$ cat config.mk
export PLATFORM = sky130hd
export DESIGN_NAME = dod_decoder
export DESIGN_NICKNAME = d
export VERILOG_FILES = /design/src/rtl/dod_pkg.sv /design/src/rtl/dod_decoder.sv
export SDC_FILE = /design/constraint.sdc
export NUM_CORES = 1
export LEC_CHECK = 0
export ABC_AREA = 1
export BUFFER_PORTS_ARGS = -buffer_cell sky130_fd_sc_hd__buf_2
export CORE_UTILIZATION = 35
export DETAILED_ROUTE_END_ITERATION = 6
export GPL_ROUTABILITY_DRIVEN = 0
export PLACE_DENSITY_LB_ADDON = 0.15
export SLEW_MARGIN = 20
export SYNTH_ARGS = -nofsm -noshare
export SYNTH_HDL_FRONTEND = slang
export SYNTH_SLANG_ARGS = --single-unit
$ cat constraint.sdc
create_clock -name mclk -period 3.49 [get_ports mclk]
set_input_delay 0.349 -clock mclk [delete_from_list [all_inputs] [get_ports mclk]]
set_output_delay 0.349 -clock mclk [all_outputs]
set_load 0.05 [all_outputs]
$ cat src/rtl/dod_pkg.sv
/*
  Package of the opcode decoder and sequencer: field positions, opcode
  patterns, vector layout and the enumerated types of the block.
  Assumes 24-bit instruction words and a 14-bit program address space.
*/
package dod_pkg;
  // ==========================================================================
  // Word and address widths.
  // ==========================================================================
  localparam int WORD_W = 24;                   // Instruction word width.
  localparam int ADDR_W = 14;                   // Program and data address width.

  // ==========================================================================
  // Sequencing constants.
  // ==========================================================================
  localparam logic [13:0] RESTART_ADDR = 14'h0000; // First fetch after reset.
  localparam int          VEC_SHIFT    = 2;        // Four words per vector.

  // ==========================================================================
  // Opcode patterns, compared against the top bits of the word.
  // ==========================================================================
  localparam logic [1:0] PAT_ALU_DUAL    = 2'h3;  // Bits 23..22.
  localparam logic [2:0] PAT_IMM_DATA_WR  = 3'h5; // Bits 23..21.
  localparam logic [2:0] PAT_IMM_ADDR_XFR = 3'h4; // Bits 23..21.
  localparam logic [2:0] PAT_ALU_DATA_MEM = 3'h3; // Bits 23..21.
  localparam logic [3:0] PAT_ALU_PROG_MEM = 4'h5; // Bits 23..20.

  // ==========================================================================
  // Field positions (least significant bit of each field).
  // ==========================================================================
  localparam int F_PROG_DST_LSB = 20;           // Program fetch destination.
  localparam int F_DATA_DST_LSB = 18;           // Data fetch destination.
  localparam int F_FUNC_LSB = 13;               // Function code, 5 bits.
  localparam int F_Y_LSB    = 11;               // Y operand, 2 bits.
  localparam int F_X_LSB    = 8;                // X operand, 3 bits.
  localparam int F_PMI_LSB  = 6;                // Program memory index select.
  localparam int F_PMM_LSB  = 4;                // Program memory modify select.
  localparam int F_IDX_LSB  = 2;                // Data memory index select.
  localparam int F_MOD_LSB  = 0;                // Data memory modify select.
  localparam int F_UNIT_BIT = 20;               // Address generator unit select.
  localparam int F_DIR3_BIT = 20;               // Direction in immediate address form.
  localparam int F_DIR_BIT  = 19;               // Direction in ALU forms.
  localparam int F_Z_BIT    = 18;               // Y operand zero flag.
  localparam int F_DATA_LSB = 4;                // Immediate data, 16 bits.
  localparam int F_ADDR_LSB = 4;                // Immediate address, 14 bits.
  localparam int F_GROUP_LSB = 18;              // Register group, 2 bits.
  localparam int F_DPREG_LSB = 4;               // Datapath register, 4 bits.

  // ==========================================================================
  // Types.
  // ==========================================================================
  // Decoded opcode type; everything else is reserved here.
  typedef enum logic [2:0] {
    OP_RSV          = 3'h0,
    OP_ALU_DUAL     = 3'h1,
    OP_IMM_DATA_WR  = 3'h2,
    OP_IMM_ADDR_XFR = 3'h3,
    OP_ALU_DATA_MEM = 3'h4,
    OP_ALU_PROG_MEM = 3'h5
  } dod_op_type;

  // Sequencer state, Gray coded.
  typedef enum logic [0:0] {
    SEQ_RUN  = 1'h0,
    SEQ_IDLE = 1'h1
  } dod_seq_type;
endpackage : dod_pkg

$ cat src/rtl/dod_decoder.sv
/*
  Instruction decoder for opcode types one to five, with program sequencing
  (restart, vectors, idle) and the circular address step.
  Assumes program memory returns the word for prog_addr in the same cycle,
  and that the execution stage reports idle and interrupt return as pulses.
*/
`timescale 1ns/1ps
// Contract
// - Bits 23,22 set: dual-fetch ALU/MAC type
// - Pattern 101: data write of immediate
// - Pattern 100: data access, immediate address
// - Pattern 011: ALU/MAC with data transfer
// - Pattern 0101: ALU/MAC with program transfer
// - Other encodings decode as reserved
// - Dual memory fetch takes one cycle
// - Compute on old operands while fetching
// - Fetch starts at address 0000 after reset
// - Vectors four words, enter first word
// - Idle waits for interrupt, resume after
// - Nonzero length gives modulo wraparound
module dod_decoder
#(
  parameter int NIRQ = 6                                // Number of interrupt lines.
)
(
  input  wire logic                       mclk,         // Core clock.
  input  wire logic                       reset_n,      // Asynchronous reset.
  input  wire logic [dod_pkg::WORD_W-1:0] prog_word,    // Word at prog_addr.
  input  wire logic [NIRQ-1:0]            irq_req,      // Enabled pending interrupts.
  input  wire logic                       idle_cmd,     // Idle instruction executed.
  input  wire logic                       irq_return,   // Return from interrupt executed.
  input  wire logic [dod_pkg::ADDR_W-1:0] ag_index,     // Index register value.
  input  wire logic [dod_pkg::ADDR_W-1:0] ag_modify,    // Modify value, signed.
  input  wire logic [dod_pkg::ADDR_W-1:0] ag_length,    // Buffer length.
  input  wire logic [dod_pkg::ADDR_W-1:0] ag_base,      // Buffer start address.
  output dod_pkg::dod_op_type             op_type,      // Decoded type.
  output logic                            op_valid,     // Decoded fields are live.
  output logic [1:0]                      prog_fetch_reg, // Program fetch target.
  output logic [1:0]                      data_fetch_reg, // Data fetch target.
  output logic [4:0]                      func_code,    // ALU/MAC function.
  output logic [1:0]                      y_operand,    // Y operand select.
  output logic [2:0]                      x_operand,    // X operand select.
  output logic [1:0]                      prog_mem_index,  // Program index select.
  output logic [1:0]                      prog_mem_modify, // Program modify select.
  output logic [1:0]                      data_mem_index,  // Data index select.
  output logic [1:0]                      data_mem_modify, // Data modify select.
  output logic                            unit_sel,     // Address generator unit.
  output logic                            dir_write,    // Transfer is a write.
  output logic                            y_zero,       // Y operand forced to zero.
  output logic [3:0]                      datapath_register, // Register select.
  output logic [1:0]                      reg_group,    // Register group.
  output logic [15:0]                     imm_data,     // Immediate data.
  output logic [dod_pkg::ADDR_W-1:0]      imm_addr,     // Immediate address.
  output logic                            data_mem_en,  // Data memory access.
  output logic                            prog_mem_en,  // Program memory access.
  output logic                            mac_compute,  // Compute on held operands.
  output logic [dod_pkg::ADDR_W-1:0]      prog_addr,    // Fetch address.
  output logic                            halted,       // Idle wait in progress.
  output logic [NIRQ-1:0]                 irq_ack,      // Interrupt taken pulse.
  output logic [dod_pkg::ADDR_W-1:0]      ag_next       // Post-modified address.
);
  import dod_pkg::*;

  // ==========================================================================
  // Combinational decode of the fetched word.
  // ==========================================================================
  wire logic       hit_dual = (prog_word[23:22] == PAT_ALU_DUAL);
  wire logic       hit_imd  = (prog_word[23:21] == PAT_IMM_DATA_WR);
  wire logic       hit_ima  = (prog_word[23:21] == PAT_IMM_ADDR_XFR);
  wire logic       hit_adm  = (prog_word[23:21] == PAT_ALU_DATA_MEM);
  wire logic       hit_apm  = (prog_word[23:20] == PAT_ALU_PROG_MEM);
  wire dod_op_type dec_type = hit_dual ? OP_ALU_DUAL :
                              hit_imd  ? OP_IMM_DATA_WR :
                              hit_ima  ? OP_IMM_ADDR_XFR :
                              hit_adm  ? OP_ALU_DATA_MEM :
                              hit_apm  ? OP_ALU_PROG_MEM : OP_RSV;
  // Direction sits at bit 20 in the immediate address form only.
  wire logic       dec_dir  = hit_ima ? prog_word[F_DIR3_BIT] : prog_word[F_DIR_BIT];
  // Memory enables; the dual form drives both in the same cycle.
  wire logic       dec_dmem = hit_dual | hit_imd | hit_ima | hit_adm;
  wire logic       dec_pmem = hit_dual | hit_apm;
  wire logic       dec_mac  = hit_dual | hit_adm | hit_apm;

  // ==========================================================================
  // Sequencer decisions.
  // ==========================================================================
  dod_seq_type           state;        // Run or idle wait.
  dod_seq_type           next_state;   // Next sequencer state.
  logic                  in_service;   // An interrupt routine is active.
  logic [ADDR_W-1:0]     ret_addr;     // Address to resume at on return.
  logic [$clog2(NIRQ)-1:0] irq_sel;    // Highest priority pending line.

  // Lowest numbered pending line wins.
  always_comb
  begin
    irq_sel = '0;
    for (int k = NIRQ - 1; k >= 0; k--)
    begin
      if (irq_req[k])
      begin
        irq_sel = k[$clog2(NIRQ)-1:0];
      end
    end
  end

  wire logic              irq_any  = |irq_req;
  wire logic              take_irq = irq_any & ~in_service & ~irq_return;
  // Vector n sits at four times n plus four, behind the restart slot.
  wire logic [ADDR_W-1:0] vec_addr = ADDR_W'((32'(irq_sel) + 32'd1) << VEC_SHIFT);
  wire logic              go_idle  = (state == SEQ_RUN) & idle_cmd & ~take_irq;
  wire logic              run_on   = (state == SEQ_RUN) & ~idle_cmd;

  // Next state: idle is left only by a taken interrupt.
  always_comb
  begin
    case (state)
      SEQ_RUN:  next_state = go_idle ? SEQ_IDLE : SEQ_RUN;
      SEQ_IDLE: next_state = take_irq ? SEQ_RUN : SEQ_IDLE;
      default:  next_state = SEQ_RUN;
    endcase
  end

  // Next fetch address; return outranks entry, entry outranks idle.
  wire logic [ADDR_W-1:0] next_pc = irq_return ? ret_addr :
                                    take_irq   ? vec_addr :
                                    run_on     ? prog_addr + 14'h0001 :
                                    prog_addr;

  // ==========================================================================
  // Circular address step.
  // ==========================================================================
  wire logic [ADDR_W-1:0]   lin_sum = ag_index + ag_modify;              // Linear step.
  wire logic signed [15:0]  ofs     = 16'({2'h0, ag_index}) - 16'({2'h0, ag_base})
                                      + 16'({{2{ag_modify[ADDR_W-1]}}, ag_modify});
  wire logic signed [15:0]  len_s   = 16'({2'h0, ag_length});
  wire logic signed [15:0]  wrapped = (ofs >= len_s) ? ofs - len_s :
                                      (ofs < 16'sh0000) ? ofs + len_s : ofs;
  // Zero length keeps plain linear addressing.
  wire logic [ADDR_W-1:0]   next_ag = (ag_length == 14'h0000) ? lin_sum :
                                      ag_base + wrapped[ADDR_W-1:0];

  // ==========================================================================
  // Sequencer registers.
  // ==========================================================================
  // Program counter, state and return address.
  always_ff @(posedge mclk or negedge reset_n)
  begin
    if (!reset_n)
    begin
      prog_addr  <= RESTART_ADDR;
      state      <= SEQ_RUN;
      in_service <= 1'b0;
      ret_addr   <= RESTART_ADDR;
      halted     <= 1'b0;
      irq_ack    <= '0;
    end
    else
    begin
      prog_addr  <= next_pc;
      state      <= next_state;
      halted     <= (next_state == SEQ_IDLE);
      irq_ack    <= take_irq ? NIRQ'(1) << irq_sel : '0;
      // Entry saves the next unfetched address, so return resumes after idle.
      if (take_irq)
      begin
        in_service <= 1'b1;
        ret_addr   <= (state == SEQ_RUN && !idle_cmd) ? prog_addr + 14'h0001 : prog_addr;
      end
      else if (irq_return)
      begin
        in_service <= 1'b0;
      end
    end
  end

  // ==========================================================================
  // Decoded field registers.
  // ==========================================================================
  // The word present is decoded only while the sequencer runs without an idle command; dir_write latches every cycle.
  always_ff @(posedge mclk or negedge reset_n)
  begin
    if (!reset_n)
    begin
      op_type     <= OP_RSV;
      op_valid    <= 1'b0;
      data_mem_en <= 1'b0;
      prog_mem_en <= 1'b0;
      mac_compute <= 1'b0;
      dir_write   <= 1'b0;
    end
    else
    begin
      op_valid    <= run_on;
      op_type     <= run_on ? dec_type : OP_RSV;
      data_mem_en <= run_on & dec_dmem;
      prog_mem_en <= run_on & dec_pmem;
      mac_compute <= run_on & dec_mac;
      dir_write   <= dec_dir;
    end
  end

  // Raw field slices; their meaning follows op_type.
  always_ff @(posedge mclk or negedge reset_n)
  begin
    if (!reset_n)
    begin
      prog_fetch_reg    <= '0;
      data_fetch_reg    <= '0;
      func_code         <= '0;
      y_operand         <= '0;
      x_operand         <= '0;
      prog_mem_index    <= '0;
      prog_mem_modify   <= '0;
      data_mem_index    <= '0;
      data_mem_modify   <= '0;
      unit_sel          <= 1'b0;
      y_zero            <= 1'b0;
      datapath_register <= '0;
      reg_group         <= '0;
      imm_data          <= '0;
      imm_addr          <= '0;
      ag_next           <= '0;
    end
    else
    begin
      prog_fetch_reg    <= prog_word[F_PROG_DST_LSB +: 2];
      data_fetch_reg    <= prog_word[F_DATA_DST_LSB +: 2];
      func_code         <= prog_word[F_FUNC_LSB +: 5];
      y_operand         <= prog_word[F_Y_LSB +: 2];
      x_operand         <= prog_word[F_X_LSB +: 3];
      prog_mem_index    <= prog_word[F_PMI_LSB +: 2];
      prog_mem_modify   <= prog_word[F_PMM_LSB +: 2];
      data_mem_index    <= prog_word[F_IDX_LSB +: 2];
      data_mem_modify   <= prog_word[F_MOD_LSB +: 2];
      unit_sel          <= prog_word[F_UNIT_BIT];
      y_zero            <= prog_word[F_Z_BIT];
      // Low four bits name the register in the immediate address form.
      datapath_register <= hit_ima ? prog_word[3:0] : prog_word[F_DPREG_LSB +: 4];
      reg_group         <= prog_word[F_GROUP_LSB +: 2];
      imm_data          <= prog_word[F_DATA_LSB +: 16];
      imm_addr          <= prog_word[F_ADDR_LSB +: ADDR_W];
      ag_next           <= next_ag;
    end
  end
endmodule : dod_decoder

==> results.sh, run 1 <==
export IMPL_tightest_slew_ns=0.732
export IMPL_flow_area_growth_from_synthesis_pct=59.4
export IMPL_syn_nets=1255
export IMPL_p_leak_nw=6.59
export IMPL_vdd_drop_max_uv=413
export IMPL_cts_tree="built"
export IMPL_finalSetupViolations=14
export IMPL_fillerInstances=2026
export IMPL_postCtsHoldBufs=0
export IMPL_cp_required_ns=3.73
export IMPL_wire_per_inst_um=14.2
export IMPL_intPower_mw=5.61
export IMPL_fin_area_um2=12500
export IMPL_rows=54
export IMPL_critPathKind="primary input to register"
export IMPL_route_detailed_drc=55
export IMPL_portBuffers=192
export IMPL_cts_root_buf="clkbuf_16"
export IMPL_cp_end_kind="register"
export IMPL_wl_met3_mm=1.05
export IMPL_vias_per_cell=4.74
export IMPL_routed_wl_met2_mm=12.4
export IMPL_hp_class="primary input to asynchronous set/reset pin"
export IMPL_syn_area_um2=7860
export IMPL_maxUsedRoutingLayer="met4"
export IMPL_slew_viol_final=0
export IMPL_ys_top_cells_by_area="dfrtp_1, ha_1, nand2_1"
export IMPL_drt_first_pass_iters=7
export IMPL_relSlewSlack_pct=51.2
export IMPL_syn_inst=1070
export IMPL_grt_pass1_wl_mm=41.1
export IMPL_postPlaceCellArea_um2=10900
export IMPL_yosys_warnings=0
export IMPL_worst_setup_path_start_kind="primary input"
export IMPL_combPwrFrac_pct=77.8
export IMPL_max_freq_ghz=0.184
export IMPL_drive_gt1_share_pct=44.9
export IMPL_yosysSeqAreaShare_pct=26.7
export IMPL_synth_area_per_cell_um2=7.35
export IMPL_critPathSlowestCell="ha_1"
export IMPL_clk_latency_ns=0.35
export IMPL_drv_cap=0
export IMPL_cts_path_max_buffers=2
export IMPL_cp_common_cell="nand2_1"
export IMPL_cp_slowest_stage_delay_ns=0.34
export IMPL_hold_violations=0
export IMPL_critPathMaxFanout=4
export IMPL_synth_top_cell_by_area="dfrtp_1"
export IMPL_initial_core_util_pct=35.8
export IMPL_arrival_ns=5.67
export IMPL_diodes=0
export IMPL_finalCriticalPeriod_ns=5.43
export IMPL_yosys_area_top_type_share_pct=26.7
export IMPL_outcome="complete, but fails checks"
export IMPL_antenna_found_initial=0
export IMPL_die_area_um2=23100
export IMPL_grt_overflow=0
export IMPL_cts_buffers=9
export IMPL_grt_pass1_vias=8537
export IMPL_core_um2=22000
export IMPL_p_sw_share_pct=45.5
export IMPL_final_antenna_net_count=0
export IMPL_violations="DRC, setup timing"
export IMPL_biggestRegsByFlops="ag_next x14, prog_addr x14, ret_addr x14"
export IMPL_fin_skew_ns=0.00896
export IMPL_fin_nets=1714
export IMPL_die_x_um=152
export IMPL_grt_max_degree=80
export IMPL_finalCritPeriodShare_pct=156
export IMPL_power_density_nw_per_um2=820
export IMPL_p_switching_mw=4.67
export IMPL_io_pins=193
export IMPL_grt_util_all_layers_pct=22.1
export IMPL_rsz0062_at_grt="yes"
export IMPL_power_mw=10.3
export IMPL_clock_sinks=84
export IMPL_post_dp_hpwl_mm=20.3
export IMPL_fin_setup_tns_ns=-22.92
export IMPL_synth_cell_type_count=53
export IMPL_clockPowerShare_pct=10.2
export IMPL_drt_total_wl_mm=25.8
export IMPL_sequentialPowerShare_pct=12.0
export IMPL_vias=8595
export IMPL_first_iter_violations=440
export IMPL_htree_num_levels=3
export IMPL_ys_seq_elements=84
export IMPL_wl_met1_mm=11.6
export IMPL_path_clk_slew_ns=0.07
export IMPL_setup_slack_ns=-1.94
export IMPL_die_h_um=152
## power by group through the flow
stage	registers [mW]	logic (mW)	clock network, mW
finish	1.23	8.00	1.05
global route	1.25	8.70	1.13
CTS	1.23	7.17	1.08
detailed placement	1.25	6.39	0
global placement	1.24	6.37	0
floorplan	1.70	3.27	0
## cell type report
class / instances / area (um2) / share of cell area [%]
tap: 280 / 350 / 2.79
sequential: 84 / 2100 / 16.8
clock buffer: 10 / 229 / 1.83
clock inverter: 6 / 96.3 / 0.769
timing repair buffer: 502 / 3420 / 27.3
inverter: 169 / 657 / 5.24
multi-input combinational: 763 / 5680 / 45.3
## critical path: cells and delay by family
family / cells / cell delay [ns]
AO/OA/AOI/OAI: 8 / 1.39
AND/OR/NAND/NOR: 15 / 1.25
adder cells (fa/ha/maj): 4 / 1.20
XOR/XNOR: 4 / 0.81
buffers and inverters: 7 / 0.68
## final timing paths
check	from	to	slack, ns	cells after the start
hold reg to reg	ret_addr[5]	prog_addr[5]	0.48	2
max in group asynchronous	reset_n	prog_addr[3]	2.88	2
setup / recovery	ag_base[2]	ag_next[13]	-1.94	38
min in group mclk	prog_word[18]	imm_data[14]	0.11	1
hold / removal	reset_n	op_valid	0.02	1
setup reg to reg	prog_addr[0]	prog_addr[12]	1.40	9
## cells in the mapped netlist, drive strengths merged
cell	number
o21bai	10
dfrtp	84
ha	89
a21o	3
o2bb2ai	1
o31ai	3
buf	45
nand3	39
a22oi	3
a211oi	4
o2111ai	2
o22ai	4
inv	168
clkbuf	10
nor3	14
nand2	219
o21a	1
nand4	14
a31oi	12
a221oi	3
fa	6
xnor2	13
and2	1
o32ai	1
o221ai	3
mux2	5
a31o	1
nand3b	1
o21ai	85
a21oi	81
o211ai	8
mux2i	2
nor4	6
xor2	48
or2	4
clkinv	1
nor2	76
## timing repair
| item | CTS | global route |
|---|---|---|
| gates cloned | 1 | 0 |
| setup buffers | 38 | 16 |
| pin swaps | 47 | 61 |
| setup endpoints to repair | 14 | 14 |
| gates resized for setup | 85 | 91 |
## through the flow
step	utilization (%)	instances	hold slack (ns)	worst slack, ns
4_1_cts	54.3	1799	0.0990	-1.87
2_1_floorplan	-	1070	0.0534	-1.91
3_3_place_gp	49.7	1746	0.458	-2.49
5_1_grt	57.1	1814	0.0975	-2.31
6_report	57.1	1814	0.0162	-1.94
3_5_place_dp	49.7	1746	0.458	-2.52
## cells in the final DEF, fill, tap and decap left out, types with 11 or more instances in the layout
cell type,count
nor3_1,11
buf_4,298
nand4_1,14
nand2_1,195
inv_2,16
nand2_2,19
buf_2,185
dfrtp_1,84
o21ai_2,14
o21ai_0,52
nand3_1,33
o21ai_1,15
a21oi_1,62
a21oi_2,15
buf_6,12
xor2_1,41
nor2_1,64
inv_1,148
ha_1,58
ha_4,30
## kinds of logic after synthesis
family                   Yosys count  share of synthesized area (%)
AND/OR/NAND/NOR                  374                           20.2
AO/OA/AOI/OAI                    225                           16.7
buffers and inverters            224                           12.9
adder cells (fa/ha/maj)           95                           15.7
flip-flops                        84                           26.7
XOR/XNOR                          61                           6.79
multiplexers                       7                          0.971
## metal layers
metal,vias to the layer above,track usage [%]
met5,-,0
met4,0,6.71
met3,46,2.60
met2,213,39.4
met1,3936,27.9
li1,4400,-
Power figures use the tool's default switching activity.
==> run 2: changes to the inputs <==
CORE_MARGIN = 2   (was not set)
PLACE_DENSITY_LB_ADDON = not set   (was 0.15)
clock period = 6.35 ns   (was 3.49 ns; I/O delays follow)
==> run 2 against run 1 <==
Compared with the run above: the flow now finishes without violations; register-to-register slack improved by 2.9 ns; flip-flop and latch count is the same; die area increased by 2.7%; count of clock-buffer cells in the layout stayed put; core utilization shrank 9.7 points; power fell by 56%; first-iteration DRC count fell by 7.7%; worst hold slack better by 0.33 ns; critical endpoint unchanged.
==> results.sh, run 2 (same netlist as run 1, synthesis figures left out) <==
export IMPL_cts_buffers=9
export IMPL_finalCritPeriodShare_pct=94.0
export IMPL_relSlewSlack_pct=51.2
export IMPL_outcome="finished clean"
export IMPL_mostFrequentLayoutCells="nand2_1, buf_2, inv_1, buf_4, dfrtp_1"
export IMPL_final_antenna_net_count=0
export IMPL_rows=54
export IMPL_cp_slowest_stage_delay_ns=0.31
export IMPL_drt_total_wl_mm=23.7
export IMPL_drive_gt1_share_pct=30.6
export IMPL_final_common_cell="nand2_1"
export IMPL_finalCriticalPeriod_ns=5.97
export IMPL_grt_util_all_layers_pct=19.7
export IMPL_timing_rr_end="prog_addr[12]"
export IMPL_htree_num_levels=3
export IMPL_clock_sinks=84
export IMPL_power_density_nw_per_um2=437
export IMPL_cts_tree="built"
export IMPL_critPathSlowestCell="ha_1"
export IMPL_arrival_ns=6.19
export IMPL_vdd_drop_max_uv=210
export IMPL_fin_util_pct=47.4
export IMPL_hold_violations=0
export IMPL_fin_skew_ns=0.00694
export IMPL_multi_input_area_um2=5090
export IMPL_p_leak_nw=5.56
export IMPL_rsz0062_at_grt="yes"
export IMPL_diodes=0
export IMPL_rrSetupSlack_ns=4.30
export IMPL_critPathMaxFanout=12
export IMPL_io_pins=193
export IMPL_core_um2=22000
export IMPL_slew_viol_final=0
export IMPL_max_freq_ghz=0.167
export IMPL_die_h_um=154
export IMPL_drv_cap=0
export IMPL_path_delay_family="simple AND/OR/NAND/NOR gates"
export IMPL_antenna_found_initial=0
export IMPL_postCtsHoldBufs=0
export IMPL_fin_hold_ws_ns=0.349
export IMPL_fillerInstances=2196
export IMPL_cp_required_ns=6.57
export IMPL_cp_depth=45
export IMPL_clk_latency_ns=0.33
export IMPL_cp_common_cell="nand2_1"
export IMPL_path_clk_slew_ns=0.06
export IMPL_crit_buf_inv=9
export IMPL_hp_class="primary input to asynchronous set/reset pin"
export IMPL_initial_core_util_pct=35.8
export IMPL_vias=7833
export IMPL_portBuffers=192
export IMPL_final_seq_area_um2=2100
export IMPL_tightest_slew_ns=0.732
export IMPL_drt_first_pass_iters=7
export IMPL_grt_overflow=0
export IMPL_post_dp_hpwl_mm=19.6
export IMPL_cts_path_max_buffers=2
export IMPL_flow_area_growth_from_synthesis_pct=32.3
export IMPL_grt_max_degree=85
export IMPL_vias_per_cell=4.82
export IMPL_worst_setup_path_start_kind="primary input"
export IMPL_die_x_um=154
export IMPL_biggestRegsByFlops="ag_next x14, prog_addr x14, ret_addr x14"
export IMPL_route_detailed_drc=0
export IMPL_reg2reg_depth=9
export IMPL_worstReg2RegStart="prog_addr[0]"
export IMPL_first_iter_violations=406
export IMPL_critPathKind="primary input to register"
export IMPL_grt_pass1_wl_mm=37.5
export IMPL_die_area_um2=23700
export IMPL_cts_root_buf="clkbuf_16"
export IMPL_grt_pass1_vias=7534
export IMPL_wire_per_inst_um=14.6
export IMPL_cp_end_kind="register"
export IMPL_fin_nets=1526
export IMPL_finalSetupViolations=0
## run 2: area by class of cell
| cell class | instances | share of cell area (%) |
|---|---|---|
| Multi-Input combinational cell | 762 | 48.9 |
| Sequential cell | 84 | 20.2 |
| Timing Repair Buffer | 315 | 18.3 |
| Inverter | 169 | 6.12 |
| Tap cell | 280 | 3.37 |
| Clock buffer | 10 | 2.20 |
| Clock inverter | 6 | 0.902 |
## run 2: power breakdown
group / total (mW) / switching (mW) / leakage (nW) / internal [mW]
registers: 0.677 / 0.0426 / 1.04 / 0.634
clock network: 0.558 / 0.210 / 0.154 / 0.348
logic: 3.31 / 1.94 / 4.36 / 1.37
total: 4.54 / 2.19 / 5.56 / 2.35
## run 2: how the worst max path moves through the flow
stage	start	endpoint	slack (ns)
2_1_floorplan	ag_index[0]	ag_next[12]	0.08
3_3_place_gp	ag_index[0]	ag_next[13]	-0.17
3_5_place_dp	ag_base[3]	ag_next[13]	-0.25
4_1_cts	ag_base[3]	ag_next[13]	0.06
5_1_grt	ag_index[0]	ag_next[9]	-0.04
6_report	ag_base[3]	ag_next[13]	0.38
## run 2: per-stage QoR
step | setup TNS [ns] | setup WS (ns) | power (mW) | cells | area [um2]
after global routing | -0.0540 | -0.0369 | 4.94 | 1626 | 10400
after global placement | -0.421 | -0.170 | 3.71 | 1603 | 9680
after CTS | 0 | 0.0597 | 4.30 | 1619 | 10000
after detailed placement | -0.952 | -0.251 | 3.72 | 1603 | 9680
final | 0 | 0.378 | 4.54 | 1626 | 10400
after floorplan | 0 | 0.0824 | 2.67 | 1070 | 7860
## run 2: metal layers
metal  track usage, %  wire length [um]
met1             24.8             10600
met2             35.7             11900
met3             2.48               964
met4             5.07               234
met5                0                 0
## run 2: timing repair
item / in CTS / in global routing
buffers inserted: 0 / 7
setup endpoints to repair: 0 / 10
gates resized for setup: 0 / 64
hold endpoints to repair: 0 / 0
==> run 3: changes to the inputs <==
CORE_UTILIZATION = 39   (was 35)
clock period = 7.2 ns   (was 6.35 ns; I/O delays follow)
==> run 3 against run 2 <==
Compared with the run above: routed wire length decreased by 7.3%; clock skew up 0.0031 ns; design area decreased by 12%; global-route usage is 0.84 points higher; clock power decreased by 22%; sequential share of layout area rose by 2.7 points; flip-flop and latch count is the same; largest cell class unchanged; highest routed layer unchanged.
==> results.sh, run 3 (same netlist as run 1, synthesis figures left out) <==
export IMPL_clock_sinks=84
export IMPL_die_x_um=146
export IMPL_fin_hold_ws_ns=0.426
export IMPL_die_area_um2=21300
export IMPL_drive_gt1_share_pct=21.1
export IMPL_route_detailed_drc=0
export IMPL_initial_core_util_pct=40.0
export IMPL_power_density_nw_per_um2=366
export IMPL_worst_setup_path_start_kind="primary input"
export IMPL_portBuffers=192
export IMPL_cp_required_ns=7.39
export IMPL_hold_violations=0
export IMPL_cp_common_cell="nand2_1"
export IMPL_diodes=0
export IMPL_critPathKind="primary input to register"
export IMPL_crit_buf_inv=7
export IMPL_cts_buffers=9
export IMPL_fin_skew_ns=0.0101
export IMPL_p_leak_nw=4.98
export IMPL_io_pins=193
export IMPL_vdd_drop_max_uv=173
export IMPL_grt_overflow=0
export IMPL_final_antenna_net_count=0
export IMPL_outcome="finished clean"
export IMPL_cts_root_buf="clkbuf_16"
export IMPL_max_freq_ghz=0.150
export IMPL_die_h_um=146
export IMPL_placed_cells=1484
export IMPL_flow_area_growth_from_synthesis_pct=16.8
export IMPL_first_iter_violations=351
export IMPL_slew_viol_final=0
export IMPL_drt_first_pass_iters=5
export IMPL_fin_nets=1415
export IMPL_mostFrequentLayoutCells="nand2_1, buf_2, inv_1, ha_1, dfrtp_1"
export IMPL_relSlewSlack_pct=50.6
export IMPL_clk_latency_ns=0.34
export IMPL_stdcell_count=1500
export IMPL_cts_setup_buffers=0
export IMPL_finalSetupViolations=0
export IMPL_fin_setup_tns_ns=0
export IMPL_antenna_found_initial=0
export IMPL_tightest_slew_ns=0.741
export IMPL_postCtsHoldBufs=0
export IMPL_htree_num_levels=3
export IMPL_grt_pass1_vias=7114
export IMPL_post_dp_hpwl_mm=18.5
export IMPL_rows=51
export IMPL_grt_max_degree=85
export IMPL_cts_path_max_buffers=2
export IMPL_path_clk_slew_ns=0.07
export IMPL_finalCriticalPeriod_ns=6.65
export IMPL_biggestRegsByFlops="ag_next x14, prog_addr x14, ret_addr x14"
export IMPL_critPathSlowestCell="ha_1"
export IMPL_core_um2=19700
export IMPL_cp_end_kind="register"
export IMPL_cp_slowest_stage_delay_ns=0.37
export IMPL_path_delay_family="compound AO/OA/AOI/OAI gates"
export IMPL_vias_per_cell=4.95
export IMPL_grt_util_all_layers_pct=20.5
export IMPL_power_mw=3.36
export IMPL_vias=7429
export IMPL_wire_per_inst_um=14.7
export IMPL_final_common_cell="nand2_1"
export IMPL_critPathMaxFanout=16
export IMPL_grt_pass1_wl_mm=35.6
export IMPL_arrival_ns=6.84
export IMPL_hp_class="primary input to asynchronous set/reset pin"
export IMPL_drv_cap=0
export IMPL_drt_total_wl_mm=22.0
export IMPL_cts_tree="built"
export IMPL_finalCritPeriodShare_pct=92.4
==> run 3: cell types whose count changed in the layout (fill, tap and decap cells not counted), sizes merged <==
cell and delta:
buf -111, bufinv -2, clkbuf -1, clkinv +1, clkinvlp +1, inv +1
==> run 3: path summary, 6_finish.rpt <==
| check | startpoint | endpoint | slack, ns | depth (start not counted) |
|---|---|---|---|---|
| worst min-delay path | reset_n | datapath_register[3] | 0.43 | 1 |
| worst max-delay path | ag_base[3] | ag_next[9] | 0.55 | 43 |
| worst max register to register | prog_addr[0] | ret_addr[12] | 5.17 | 9 |
| min in group mclk | prog_word[18] | imm_data[14] | 0.48 | 1 |
| max in group asynchronous | reset_n | imm_addr[6] | 6.27 | 1 |
| worst min register to register | ret_addr[10] | ret_addr[10] | 0.48 | 2 |
==> run 3: area by class of cell <==
class / instances / area [um2]
fillers: 2045 / 10500
multi-input cells: 762 / 4780
flip-flops and latches: 84 / 2100
repair buffers: 204 / 1060
inverters: 169 / 634
well taps: 265 / 332
clock buffers: 9 / 225
clock inverters: 7 / 57.6
==> run 3: layer usage <==
metal / global-route usage, % / wire length, um
met2: 35.2 / 10300
met4: 5.49 / 425
met3: 2.54 / 1110
met1: 27.4 / 10200
met5: 0 / 0
==> run 3: where the power goes <==
part           leakage, nW  internal [mW]  switching, mW
Combinational         3.80          0.797           1.53
Sequential            1.04          0.559         0.0362
Clock                0.134          0.238          0.197
Total                 4.98           1.59           1.76
==> run 3: repair_timing <==
action | in CTS | in global routing
resized for setup | 0 | 6
hold endpoints to repair | 0 | 0
setup endpoints to repair | 0 | 3
==> run 3: metrics by stage <==
| step | setup slack [ns] | util, % | instance area [um2] |
|---|---|---|---|
| 6_report | 0.548 | 46.7 | 9180 |
| 5_1_grt | -0.000456 | 46.7 | 9180 |
| 4_1_cts | 0.374 | 46.6 | 9150 |
| 3_5_place_dp | 0.0478 | 45.1 | 8870 |
| 3_3_place_gp | 0.136 | 45.1 | 8870 |
| 2_1_floorplan | 0.847 | - | 7860 |
